File: src/shared/pat_defs.svh
// Constants for the pipelined converter output timing block
`ifndef PAT_DEFS_SVH
`define PAT_DEFS_SVH

// Word and pipeline geometry
`define PAT_WORD_W      14
`define PAT_AIN_W       16
`define PAT_PTR_W       3
`define PAT_CNT_W       16
`define PAT_LATENCY     3'h5
`define PAT_ALIGN_LAG   3'h3
`define PAT_POS_LIMIT   16'sh1fff
`define PAT_NEG_LIMIT   16'she000
`define PAT_CODE_MAX    14'h3fff
`define PAT_CODE_MIN    14'h0000

// Register byte offsets
`define PAT_REG_CTRL    8'h00
`define PAT_REG_STATUS  8'h04
`define PAT_REG_MASK    8'h08
`define PAT_REG_WORD    8'h0c
`define PAT_REG_COUNT   8'h10

// Field positions and reset values
`define PAT_CTRL_RUN    0
`define PAT_EVT_WORD    0
`define PAT_EVT_OVF     1
`define PAT_ST_PRIMED   2
`define PAT_EVT_W       2
`define PAT_CTRL_RST    1'h1
`define PAT_MASK_RST    2'h0

`endif

File: src/shared/pat_pkg.sv
// Types shared by the converter output timing modules
package pat_pkg;
  // Output strobe sequencer, one-hot
  typedef enum logic [2:0] {
    PAT_OUT_IDLE   = 3'h1,
    PAT_OUT_LOAD   = 3'h2,
    PAT_OUT_STROBE = 3'h4
  } pat_out_state_t;

  // Aligned result word: overflow flag above the code
  typedef logic [14:0] pat_result_t;
endpackage

File: src/shared/pat_mem_if.sv
// Interface between core and alignment memory
`timescale 1ns/10ps
interface pat_mem_if;
  logic                  wr_en;
  logic [2:0]            wr_addr;
  pat_pkg::pat_result_t  wr_data;
  logic                  rd_en;
  logic [2:0]            rd_addr;
  pat_pkg::pat_result_t  rd_data;

  modport core (output wr_en, output wr_addr, output wr_data,
                output rd_en, output rd_addr, input rd_data);
  modport mem  (input wr_en, input wr_addr, input wr_data,
                input rd_en, input rd_addr, output rd_data);
endinterface

File: src/verilog/pat_align_mem.sv
// Alignment memory delaying combined results, registered read
`timescale 1ns/10ps
module pat_align_mem
(
  // Clock and reset
  input  wire logic  clk_in,
  input  wire logic  sys_rst_in,
  // Core side
  pat_mem_if.mem     mem_port
);
  pat_pkg::pat_result_t store [0:7];
  pat_pkg::pat_result_t rd_q;

  // Write port, no reset needed for storage
  always_ff @(posedge clk_in)
  begin
    if (mem_port.wr_en)
    begin
      store[mem_port.wr_addr] <= mem_port.wr_data;
    end
  end

  // Registered read data
  always_ff @(posedge clk_in or posedge sys_rst_in)
  begin
    if (sys_rst_in)
    begin
      rd_q <= 15'h0000;
    end
    else if (mem_port.rd_en)
    begin
      rd_q <= store[mem_port.rd_addr];
    end
  end

  assign mem_port.rd_data = rd_q;
endmodule

File: src/verilog/pat_core.sv
// Pipelined converter digital core: encode phases, pipeline, output timing
// Operation
// - Encode is high when true input exceeds complement, low otherwise.
// - Track the analog input while encode is low, resume on each fall.
// - Hold the sample on encode rise, feed stage one while high.
// - Residues pass stage one to two on fall, two to three on rise.
// - Adjacent stages work in opposite encode phases.
// - Stage partials are digitally delayed, aligned and combined before output.
// - A sample's result appears five encode cycles after it was taken.
// - Output is a 14-bit word, bit zero least significant.
// - Invert select low flips top bit (two's complement), high leaves it.
// - Outputs driven while drive enable is low, released while high.
// - Data-valid strobe rises with stable data; partner latches on that rise.
// - Overflow flag high when the sample lies outside the representable range.
//
// Chosen here: the placing of the registers and the Wishbone register port.
`timescale 1ns/10ps
`include "pat_defs.svh"
module pat_core
(
  // Clock and reset
  input  wire logic                    clk_in,
  input  wire logic                    sys_rst_in,
  // Converter pins
  input  wire logic                    sample_strobe_pair_p_in,
  input  wire logic                    sample_strobe_pair_n_in,
  input  wire logic [`PAT_AIN_W-1:0]   analog_diff_in,
  input  wire logic                    top_bit_invert_sel_in,
  input  wire logic                    output_drive_en_n_in,
  output logic      [`PAT_WORD_W-1:0]  sample_word_out,
  output logic                         sample_word_oe_out,
  output logic                         data_valid_strobe_out,
  output logic                         range_overflow_flag_out,
  // Wishbone slave
  input  wire logic                    wb_cyc_in,
  input  wire logic                    wb_stb_in,
  input  wire logic                    wb_we_in,
  input  wire logic [7:0]              wb_adr_in,
  input  wire logic [31:0]             wb_dat_in,
  input  wire logic [3:0]              wb_sel_in,
  output logic      [31:0]             wb_dat_out,
  output logic                         wb_ack_out,
  // Interrupt
  output logic                         irq_out
);
  // Clamp a signed sample to the code range, give offset binary and overflow
  function automatic pat_pkg::pat_result_t to_code(input logic signed [15:0] v);
    pat_pkg::pat_result_t r;
    r = {1'b0, ~v[13], v[12:0]};
    if (v > `PAT_POS_LIMIT)
    begin
      r = {1'b1, `PAT_CODE_MAX};
    end
    else if (v < `PAT_NEG_LIMIT)
    begin
      r = {1'b1, `PAT_CODE_MIN};
    end
    return r;
  endfunction

  // Synchroniser stages for pins
  logic                    enc_p_m;
  logic                    enc_p_s;
  logic                    enc_n_m;
  logic                    enc_n_s;
  logic [`PAT_AIN_W-1:0]   ain_m;
  logic [`PAT_AIN_W-1:0]   ain_s;
  logic                    inv_m;
  logic                    inv_s;
  logic                    oe_n_m;
  logic                    oe_n_s;
  // Encode phase tracking
  logic                    enc_level;
  logic                    enc_q;
  logic                    enc_rise;
  logic                    enc_fall;
  // Sample path and stages
  logic [`PAT_AIN_W-1:0]   track;
  logic                    ov1;
  logic [13:0]             s1;
  logic                    ov2;
  logic [3:0]              p1;
  logic [9:0]              s2;
  logic                    ov3;
  logic [3:0]              p1_d;
  logic [3:0]              p2;
  logic [5:0]              s3;
  logic                    ov4;
  logic [3:0]              p1_dd;
  logic [3:0]              p2_d;
  logic [2:0]              p3;
  logic [2:0]              s4;
  // Alignment and output
  logic [`PAT_PTR_W-1:0]   wr_ptr;
  logic [2:0]              rise_cnt;
  logic                    primed;
  pat_pkg::pat_out_state_t out_state;
  pat_pkg::pat_out_state_t next_out_state;
  // Registers
  logic                    ctrl_run;
  logic [`PAT_EVT_W-1:0]   status;
  logic [`PAT_EVT_W-1:0]   mask;
  logic [`PAT_EVT_W-1:0]   evt;
  logic [`PAT_CNT_W-1:0]   sample_cnt;
  logic                    wb_req;
  logic                    wb_wr;

  pat_mem_if mem_bus ();

  pat_align_mem u_align_mem
  (
    .clk_in     (clk_in),
    .sys_rst_in (sys_rst_in),
    .mem_port   (mem_bus)
  );

  // Two flops on every pin before use
  always_ff @(posedge clk_in or posedge sys_rst_in)
  begin
    if (sys_rst_in)
    begin
      enc_p_m <= 1'b0;
      enc_p_s <= 1'b0;
      enc_n_m <= 1'b0;
      enc_n_s <= 1'b0;
      ain_m   <= 16'h0000;
      ain_s   <= 16'h0000;
      inv_m   <= 1'b0;
      inv_s   <= 1'b0;
      oe_n_m  <= 1'b1;
      oe_n_s  <= 1'b1;
    end
    else
    begin
      enc_p_m <= sample_strobe_pair_p_in;
      enc_p_s <= enc_p_m;
      enc_n_m <= sample_strobe_pair_n_in;
      enc_n_s <= enc_n_m;
      ain_m   <= analog_diff_in;
      ain_s   <= ain_m;
      inv_m   <= top_bit_invert_sel_in;
      inv_s   <= inv_m;
      oe_n_m  <= output_drive_en_n_in;
      oe_n_s  <= oe_n_m;
    end
  end

  assign enc_level = enc_p_s > enc_n_s;
  assign enc_rise  = ctrl_run & enc_level & ~enc_q;
  assign enc_fall  = ctrl_run & ~enc_level & enc_q;

  // Previous phase for edge detection
  always_ff @(posedge clk_in or posedge sys_rst_in)
  begin
    if (sys_rst_in)
    begin
      enc_q <= 1'b0;
    end
    else
    begin
      enc_q <= enc_level;
    end
  end

  always_ff @(posedge clk_in or posedge sys_rst_in)
  begin
    if (sys_rst_in)
    begin
      track <= 16'h0000;
    end
    else if (!enc_level)
    begin
      track <= ain_s;
    end
  end

  // hold on rise, buffered into stage one
  always_ff @(posedge clk_in or posedge sys_rst_in)
  begin
    if (sys_rst_in)
    begin
      {ov1, s1} <= 15'h0000;
    end
    else if (enc_rise)
    begin
      {ov1, s1} <= to_code($signed(track));
    end
  end

  // stage one residue to stage two on fall
  // even stages acquire while odd ones output
  always_ff @(posedge clk_in or posedge sys_rst_in)
  begin
    if (sys_rst_in)
    begin
      ov2   <= 1'b0;
      p1    <= 4'h0;
      s2    <= 10'h000;
      ov4   <= 1'b0;
      p1_dd <= 4'h0;
      p2_d  <= 4'h0;
      p3    <= 3'h0;
      s4    <= 3'h0;
    end
    else if (enc_fall)
    begin
      ov2   <= ov1;
      p1    <= s1[13:10];
      s2    <= s1[9:0];
      ov4   <= ov3;
      p1_dd <= p1_d;
      p2_d  <= p2;
      p3    <= s3[5:3];
      s4    <= s3[2:0];
    end
  end

  // stage two residue to stage three on rise
  // earlier partials delayed to line up
  always_ff @(posedge clk_in or posedge sys_rst_in)
  begin
    if (sys_rst_in)
    begin
      ov3  <= 1'b0;
      p1_d <= 4'h0;
      p2   <= 4'h0;
      s3   <= 6'h00;
    end
    else if (enc_rise)
    begin
      ov3  <= ov2;
      p1_d <= p1;
      p2   <= s2[9:6];
      s3   <= s2[5:0];
    end
  end

  // combined word written to alignment memory
  // read back three encode cycles later, five after the sample
  assign mem_bus.wr_en   = enc_rise;
  assign mem_bus.wr_addr = wr_ptr;
  assign mem_bus.wr_data = {ov4, p1_dd, p2_d, p3, s4};
  assign mem_bus.rd_en   = enc_rise;
  assign mem_bus.rd_addr = wr_ptr - `PAT_ALIGN_LAG;

  // Write pointer advances once per sample
  always_ff @(posedge clk_in or posedge sys_rst_in)
  begin
    if (sys_rst_in)
    begin
      wr_ptr <= 3'h0;
    end
    else if (enc_rise)
    begin
      wr_ptr <= wr_ptr + 3'h1;
    end
  end

  // count first encode cycles; stopping the run restarts priming
  // Primed by the rise after the fifth, so the first strobed word is real
  always_ff @(posedge clk_in or posedge sys_rst_in)
  begin
    if (sys_rst_in)
    begin
      rise_cnt <= 3'h0;
      primed   <= 1'b0;
    end
    else if (!ctrl_run)
    begin
      rise_cnt <= 3'h0;
      primed   <= 1'b0;
    end
    else if (enc_rise && rise_cnt == `PAT_LATENCY)
    begin
      primed <= 1'b1;
    end
    else if (enc_rise)
    begin
      rise_cnt <= rise_cnt + 3'h1;
    end
  end

  // Strobe sequencer: load data and raise strobe on the same edge
  always_comb
  begin
    next_out_state = out_state;
    case (out_state)
      pat_pkg::PAT_OUT_IDLE:
        if (enc_rise)
        begin
          next_out_state = pat_pkg::PAT_OUT_LOAD;
        end
      pat_pkg::PAT_OUT_LOAD:
        next_out_state = pat_pkg::PAT_OUT_STROBE;
      pat_pkg::PAT_OUT_STROBE:
        if (enc_rise)
        begin
          next_out_state = pat_pkg::PAT_OUT_LOAD;
        end
        else if (enc_fall)
        begin
          next_out_state = pat_pkg::PAT_OUT_IDLE;
        end
      default:
        next_out_state = pat_pkg::PAT_OUT_IDLE;
    endcase
  end

  // Sequencer state
  always_ff @(posedge clk_in or posedge sys_rst_in)
  begin
    if (sys_rst_in)
    begin
      out_state <= pat_pkg::PAT_OUT_IDLE;
    end
    else
    begin
      out_state <= next_out_state;
    end
  end

  // output word, top bit flipped when select is low
  // overflow flag travels with its word
  always_ff @(posedge clk_in or posedge sys_rst_in)
  begin
    if (sys_rst_in)
    begin
      sample_word_out         <= 14'h0000;
      range_overflow_flag_out <= 1'b0;
    end
    else if (out_state == pat_pkg::PAT_OUT_LOAD)
    begin
      sample_word_out         <= {mem_bus.rd_data[13] ^ ~inv_s, mem_bus.rd_data[12:0]};
      range_overflow_flag_out <= mem_bus.rd_data[14];
    end
  end

  // strobe rises on the same edge that loads the data, falls on encode fall
  // suppressed until the pipeline holds real samples
  always_ff @(posedge clk_in or posedge sys_rst_in)
  begin
    if (sys_rst_in)
    begin
      data_valid_strobe_out <= 1'b0;
    end
    else
    begin
      data_valid_strobe_out <= (next_out_state == pat_pkg::PAT_OUT_STROBE) && primed;
    end
  end

  // drive only while enable pin is low
  assign sample_word_oe_out = ~oe_n_s;

  // Events for the sticky status
  assign evt[`PAT_EVT_WORD] = (out_state == pat_pkg::PAT_OUT_LOAD) && primed;
  assign evt[`PAT_EVT_OVF]  = (out_state == pat_pkg::PAT_OUT_LOAD) && primed
                              && mem_bus.rd_data[14];

  // Bus request decode
  assign wb_req = wb_cyc_in & wb_stb_in & ~wb_ack_out;
  assign wb_wr  = wb_req & wb_we_in & wb_sel_in[0];

  // Ack one cycle after request, dropped the cycle after
  always_ff @(posedge clk_in or posedge sys_rst_in)
  begin
    if (sys_rst_in)
    begin
      wb_ack_out <= 1'b0;
    end
    else
    begin
      wb_ack_out <= wb_req;
    end
  end

  // Control and mask registers
  always_ff @(posedge clk_in or posedge sys_rst_in)
  begin
    if (sys_rst_in)
    begin
      ctrl_run <= `PAT_CTRL_RST;
      mask     <= `PAT_MASK_RST;
    end
    else if (wb_wr && wb_adr_in == `PAT_REG_CTRL)
    begin
      ctrl_run <= wb_dat_in[`PAT_CTRL_RUN];
    end
    else if (wb_wr && wb_adr_in == `PAT_REG_MASK)
    begin
      mask <= wb_dat_in[`PAT_EVT_W-1:0];
    end
  end

  // Sticky status, write one clears; a new event beats the clear
  always_ff @(posedge clk_in or posedge sys_rst_in)
  begin
    if (sys_rst_in)
    begin
      status <= 2'h0;
    end
    else if (wb_wr && wb_adr_in == `PAT_REG_STATUS)
    begin
      status <= (status & ~wb_dat_in[`PAT_EVT_W-1:0]) | evt;
    end
    else
    begin
      status <= status | evt;
    end
  end

  // Samples taken, wraps
  always_ff @(posedge clk_in or posedge sys_rst_in)
  begin
    if (sys_rst_in)
    begin
      sample_cnt <= 16'h0000;
    end
    else if (enc_rise)
    begin
      sample_cnt <= sample_cnt + 16'h0001;
    end
  end

  // Read data registered with the ack; unmapped reads zero
  always_ff @(posedge clk_in or posedge sys_rst_in)
  begin
    if (sys_rst_in)
    begin
      wb_dat_out <= 32'h0000_0000;
    end
    else if (wb_req)
    begin
      case (wb_adr_in)
        `PAT_REG_CTRL:   wb_dat_out <= {31'h0, ctrl_run};
        `PAT_REG_STATUS: wb_dat_out <= {29'h0, primed, status};
        `PAT_REG_MASK:   wb_dat_out <= {30'h0, mask};
        `PAT_REG_WORD:   wb_dat_out <= {17'h0, range_overflow_flag_out, sample_word_out};
        `PAT_REG_COUNT:  wb_dat_out <= {16'h0, sample_cnt};
        default:         wb_dat_out <= 32'h0000_0000;
      endcase
    end
  end

  // Level interrupt from unmasked sticky bits
  assign irq_out = |(status & mask);
endmodule

File: config.mk
export PLATFORM = sky130hd
export DESIGN_NAME = pat_core
export DESIGN_NICKNAME = d
export VERILOG_FILES = /design/src/shared/pat_pkg.sv /design/src/shared/pat_mem_if.sv /design/src/verilog/pat_align_mem.sv /design/src/verilog/pat_core.sv
export VERILOG_INCLUDE_DIRS = /design/src /design/src/shared
export SDC_FILE = /design/constraint.sdc
export NUM_CORES = 1
export LEC_CHECK = 0
export BUFFER_PORTS_ARGS = -buffer_cell sky130_fd_sc_hd__buf_2
export CORE_MARGIN = 3
export CORE_UTILIZATION = 55
export CTS_BUF_LIST = sky130_fd_sc_hd__clkbuf_2 sky130_fd_sc_hd__clkbuf_4 sky130_fd_sc_hd__clkbuf_8
export CTS_CLUSTER_DIAMETER = 100
export DETAILED_ROUTE_END_ITERATION = 10
export PLACE_DENSITY = 0.89
export SLEW_MARGIN = 5
export SYNTH_ARGS = -nofsm -noshare
export SYNTH_HDL_FRONTEND = slang
export SYNTH_SLANG_ARGS = --single-unit
export TNS_END_PERCENT = 20
File: constraint.sdc
create_clock -name clk_in -period 6.25 [get_ports clk_in]
set_input_delay 0.625 -clock clk_in [delete_from_list [all_inputs] [get_ports clk_in]]
set_output_delay 0.625 -clock clk_in [all_outputs]
set_load 0.02 [all_outputs]
Word-level counts from Yosys, hierarchy flattened
Memories as Yosys holds them, arrays and structs flattened. A register that Yosys moved wholly into a read port is not among the register bits. Cells that the tools add are included.

Register bits after elaboration: 197. RAM bits: 120. Word-level logic and storage cells: 106. Memories kept: 1. Bits of input ports: 69.

Multiplexer cells: 15. Order comparisons: 3. Add/subtract/negate cells: 4. Bitwise gates (word level): 21. Equality and inequality tests: 12. Reduce and logical (&&, ||, !) cells: 11.

Memory list: u_align_mem.store (depth 8, width 15, read ports 1, clocked after Yosys merged registers in 1, write ports 1, line pat_align_mem.sv:11) `pat_pkg::pat_result_t store [0:7];`.

Operators by type and width (count): $pmux 16 s5 (1); $mux 15 (2); $mux 3 (6); $add 16x1->16 const B (1); $eq 8x4->1 const B (2); $gt 16x14->1 const B (1); $lt 16x14->1 const B (1); $eq 3x3->1 const B (3); $pmux 3 s3 (1); $and 1x1->1 (8); $eq 8x3->1 const B (1); $eq 8x5->1 const B (1); $logic_not 8->1 (1); $logic_and 1x1->1 (7); $not 1->1 (7); $add 3x1->3 const B (2); $and 2x2->2 (2); $mux 1 (4); $ne 2x2->1 const B (2); $or 2x2->2 (2); $reduce_and 2->1 (2); $eq 3x1->1 const B (1); $eq 3x2->1 const B (1); $sub 3x2->3 const B (1); 6 further kinds (6).

Logic depth before layout (Yosys ltp)
Depth in word-level cells: 9. Depth in mapped cells: 6. Depth with buffers taken out: 5.

Modules after synthesis
Synthesis repeated with hierarchy kept, for this count alone.

Cell total of the unflattened synthesis: 879. Area, all modules: 12205.5 µm².

By module, submodules not included: pat_core (instances 1, cells an instance 574, sequential area each 4534.3 µm², area each 6911.6 µm²); pat_align_mem (instances 1, cells an instance 305, sequential area each 3978.8 µm², area each 5293.8 µm²).

Least setup slack after synthesis
OpenSTA, ideal clock, no wires.

Path kind: reg2reg. Start point: register ctrl_run. End point: memory u_align_mem.store[0][0] (netlist name), enable pin. Setup slack: 3318 ps. Setup time: 426 ps. Buffers on the path: 2. Data arrival time: 2506 ps. Cell stages (with the launch flop): 5. Clock period less this slack: 2932 ps. Required time: 5824 ps. Cells stage by stage: dfstp_2 nand4bb_1 clkbuf_1 clkbuf_1 nor4_1.

Longest elaborated chain between the ends: 4.

RTL lines: from (decl) (line pat_core.sv:100) `logic ctrl_run;`; from (signal assigned) (line pat_core.sv:382) `` ctrl_run <= `PAT_CTRL_RST; ``; from (signal assigned) (line pat_core.sv:387) `` ctrl_run <= wb_dat_in[`PAT_CTRL_RUN]; ``; $and 1x1->1 (2 in a row) (line pat_core.sv:149) `assign enc_rise = ctrl_run & enc_level & ~enc_q;`; $mux 1 (line pat_align_mem.sv:17) `if (mem_port.wr_en)`; $mux 1 (implied by the code) (line pat_align_mem.sv:19) `store[mem_port.wr_addr] <= mem_port.wr_data;`; to (decl) (line pat_align_mem.sv:11).

Every way passes these cells.

Worst setup path in the final report
Start point: register ctrl_run. End point: memory u_align_mem.store[0][5] (netlist name), enable pin.

The elaborated chain is that of the path after synthesis.

==> flow_summary.json <==
{
  "layout_common_cells": "sky130_fd_sc_hd__dfrtp_1, sky130_fd_sc_hd__nand2_1, sky130_fd_sc_hd__edfxtp_1",
  "grt-ovfl-total": 0,
  "drc_errors": 0,
  "vias": 7325,
  "first_global_vias": 7793,
  "synth.distinct_cells": 50,
  "post_cts_buffers": 0,
  "detailedRoute.firstIterationViolations": 544,
  "cts.htree.levels": 2,
  "wl_per_cell_microns": 19.2,
  "wire_length_of_the_first_global_routing_pass_microns": 39800,
  "cts.path.max_buffers": 3,
  "yosys_most_used_dff": "sky130_fd_sc_hd__dfrtp_1",
  "die_x_microns": 155,
  "worst_ep_arrival_time_ps": 3220,
  "ys.warnings.count": 0,
  "numClockSinks": 316,
  "rsz_0062_raised_after_global_routing": "no",
  "synth-seq-cells": 316,
  "finalWeightedCongestion": 0.841,
  "final_net_count": 1032,
  "cp_launch_type": "flip-flop",
  "detailedRoute.firstPassIterationCount": 5,
  "fillers": 1480,
  "row_count": 53,
  "portBuffers": 70,
  "post_cts_resized": 0,
  "drv.max_cap_violation_count": 0,
  "clock_tree_from_tritoncts": "done",
  "final_layout_size_suffix_gt1_frac": 0.297,
  "timing.critical_path.to_type": "flip-flop",
  "finClkSkew_ps": 38.8,
  "run_status": "complete, no violations",
  "synthArstFlopShare": 0.620,
  "cts_inserted_buffers": 48,
  "worst_ir_drop_vdd_uv": 270,
  "initial_util": 0.568,
  "via_per_inst": 5.76,
  "fin_setup_tns_ps": 0,
  "boundaryPins": 120,
  "area_growth_pct": 13.4,
  "final.min_clock_period_ps": 2990,
  "tightest_slew_ps": 1090,
  "timing.fmax_mhz": 335,
  "grt_use_total": 0.207,
  "detailed_place_hpwl_microns": 14900,
  "timing.final.crit_share": 0.478,
  "grt_start_max_net_pins": 136,
  "slew_headroom": 0.273,
  "layout_commonest_cell": "sky130_fd_sc_hd__dfrtp_1",
  "postSynthCellCount": 871,
  "hold_viol": 0,
  "crit_fanout": 59,
  "synthesis.area_sq_um": 12100,
  "postCtsHoldBufs": 0,
  "clock_tree.root_cell": "sky130_fd_sc_hd__clkbuf_8",
  "synth_area_per_inst_sq_um": 13.9,
  "cts.reportedPaths.clkPinSlew_ps": 70,
  "synth_seq_area_share": 0.701,
  "min-delay-path-class": "in2reg",
  "postRouteAntennaNets": 0,
  "hold_slack_ps": 172,
  "cp_data_required_time_ps": 6480,
  "totalWireLength_microns": 24400,
  "core-area_sq_um": 21400,
  "die-height_microns": 155,
  "antenna_violations_before_repair": 0,
  "ant_diodes": 0,
  "finalSetupViolCount": 0,
  "slew_viol_final": 0,
  "design.die.area_sq_um": 23900,
  "clock_latency_ps": 570,
  "synth_edf_count": 120,
  "worst-setup-path-type": "reg2reg",
  "p_per_area_nw_per_um2": 293,
  "power.leakage_nw": 6.02
}
[final timing paths]
path / startpoint / to / slack [ps] / cells after the start
min in group asynchronous: sys_rst_in / enc_n_s / 210 / 2
worst max-delay path: ctrl_run / u_align_mem.store[0][5] / 3260 / 4
worst min register to register: ain_m[12] / ain_s[12] / 350 / 0
worst min-delay path: top_bit_invert_sel_in / inv_m / 170 / 1
worst max register to register: ctrl_run / u_align_mem.store[0][5] / 3260 / 4
max in group asynchronous: sys_rst_in / u_align_mem.mem_port.rd_data[6] / 4680 / 3
[report_power, final]
| part | leakage (nW) | switching [mW] | internal (mW) |
|---|---|---|---|
| Clock | 0.538 | 0.780 | 0.953 |
| Combinational | 1.71 | 0.0784 | 0.0330 |
| Sequential | 3.77 | 0.0153 | 2.17 |
| Total | 6.02 | 0.874 | 3.15 |
[cells in the mapped netlist (5+ instances only)]
cell type,n,share of area
sky130_fd_sc_hd__nor3_1,13,0.0054
sky130_fd_sc_hd__xnor2_1,13,0.0094
sky130_fd_sc_hd__nor4_1,5,0.0026
sky130_fd_sc_hd__a22oi_1,13,0.0080
sky130_fd_sc_hd__dfrtp_1,192,0.40
sky130_fd_sc_hd__o22ai_1,30,0.015
sky130_fd_sc_hd__inv_1,8,0.0025
sky130_fd_sc_hd__and2_1,5,0.0026
sky130_fd_sc_hd__o31ai_1,17,0.011
sky130_fd_sc_hd__nor2_1,11,0.0034
sky130_fd_sc_hd__mux2_2,108,0.10
sky130_fd_sc_hd__nand2b_1,7,0.0036
sky130_fd_sc_hd__edfxtp_1,120,0.30
sky130_fd_sc_hd__buf_2,8,0.0033
sky130_fd_sc_hd__clkbuf_1,30,0.0093
sky130_fd_sc_hd__buf_4,17,0.011
sky130_fd_sc_hd__o21ai_0,45,0.019
sky130_fd_sc_hd__xor2_1,9,0.0065
sky130_fd_sc_hd__nand3_1,13,0.0054
sky130_fd_sc_hd__nand2_1,159,0.049
[stage by stage]
step,setup WS (ps),cells,utilization,power (mW),instance area (sq um)
floorplan,291,886,-,2.30,12200
global placement,3430,1184,0.597,2.33,12800
detailed placement,3300,1184,0.597,2.34,12800
CTS,3250,1271,0.645,4.06,13800
global route,3090,1271,0.645,4.17,13800
finish,3260,1271,0.645,4.03,13800
[state kept, by name (all words and copies together), names as in the netlist, 4 cells and up]
name and cells:
wb_dat_out 16, p2_d 4, p2 4, p1 4, s1 14, u_align_mem.store 120
track 16, p1_dd 4, p1_d 4, sample_word_out 14, s2 10, s3 6
ain_s 16, u_align_mem.mem_port.rd_data 15, ain_m 16, sample_cnt 16
[cells by family (layout without fill, tap and decap cells)]
kind of cell / count (synthesis) / count (layout) / share of synthesized area
AND/OR/NAND/NOR: 230 / 230 / 0.0869
other: 1 / 16 / 0.000309
buffers and inverters: 66 / 176 / 0.0265
multiplexers: 110 / 110 / 0.102
adder cells (fa/ha/maj): 4 / 4 / 0.00412
AO/OA/AOI/OAI: 122 / 122 / 0.0630
XOR/XNOR: 22 / 22 / 0.0159
flip-flops: 316 / 316 / 0.701
[worst max-delay path: stages, from the launching register on]
cell,delay (ps)
sky130_fd_sc_hd__dfstp_2,640
sky130_fd_sc_hd__nand4bb_4,480
sky130_fd_sc_hd__buf_4,520
sky130_fd_sc_hd__nor4_2,660
sky130_fd_sc_hd__buf_4,350
[area by class of cell]
cell class,count,area (sq um),share of cell area
sequential,316,8510,0.619
multi-input combinational,504,3430,0.249
clock buffer,75,932,0.0677
timing repair buffer,80,425,0.0309
tap,275,344,0.0250
clock inverter,12,75.1,0.00545
inverter,9,41.3,0.00300
[layer usage]
metal / share of wire / track usage / routed length [microns] / vias to the layer above
li1: - / - / - / 3261
met1: 0.40 / 0.266 / 9860 / 3737
met2: 0.51 / 0.350 / 12500 / 268
met3: 0.055 / 0.0381 / 1350 / 59
met4: 0.029 / 0.0820 / 695 / 0
met5: 0 / 0 / 0 / -
Power figures use the tool's default switching activity.
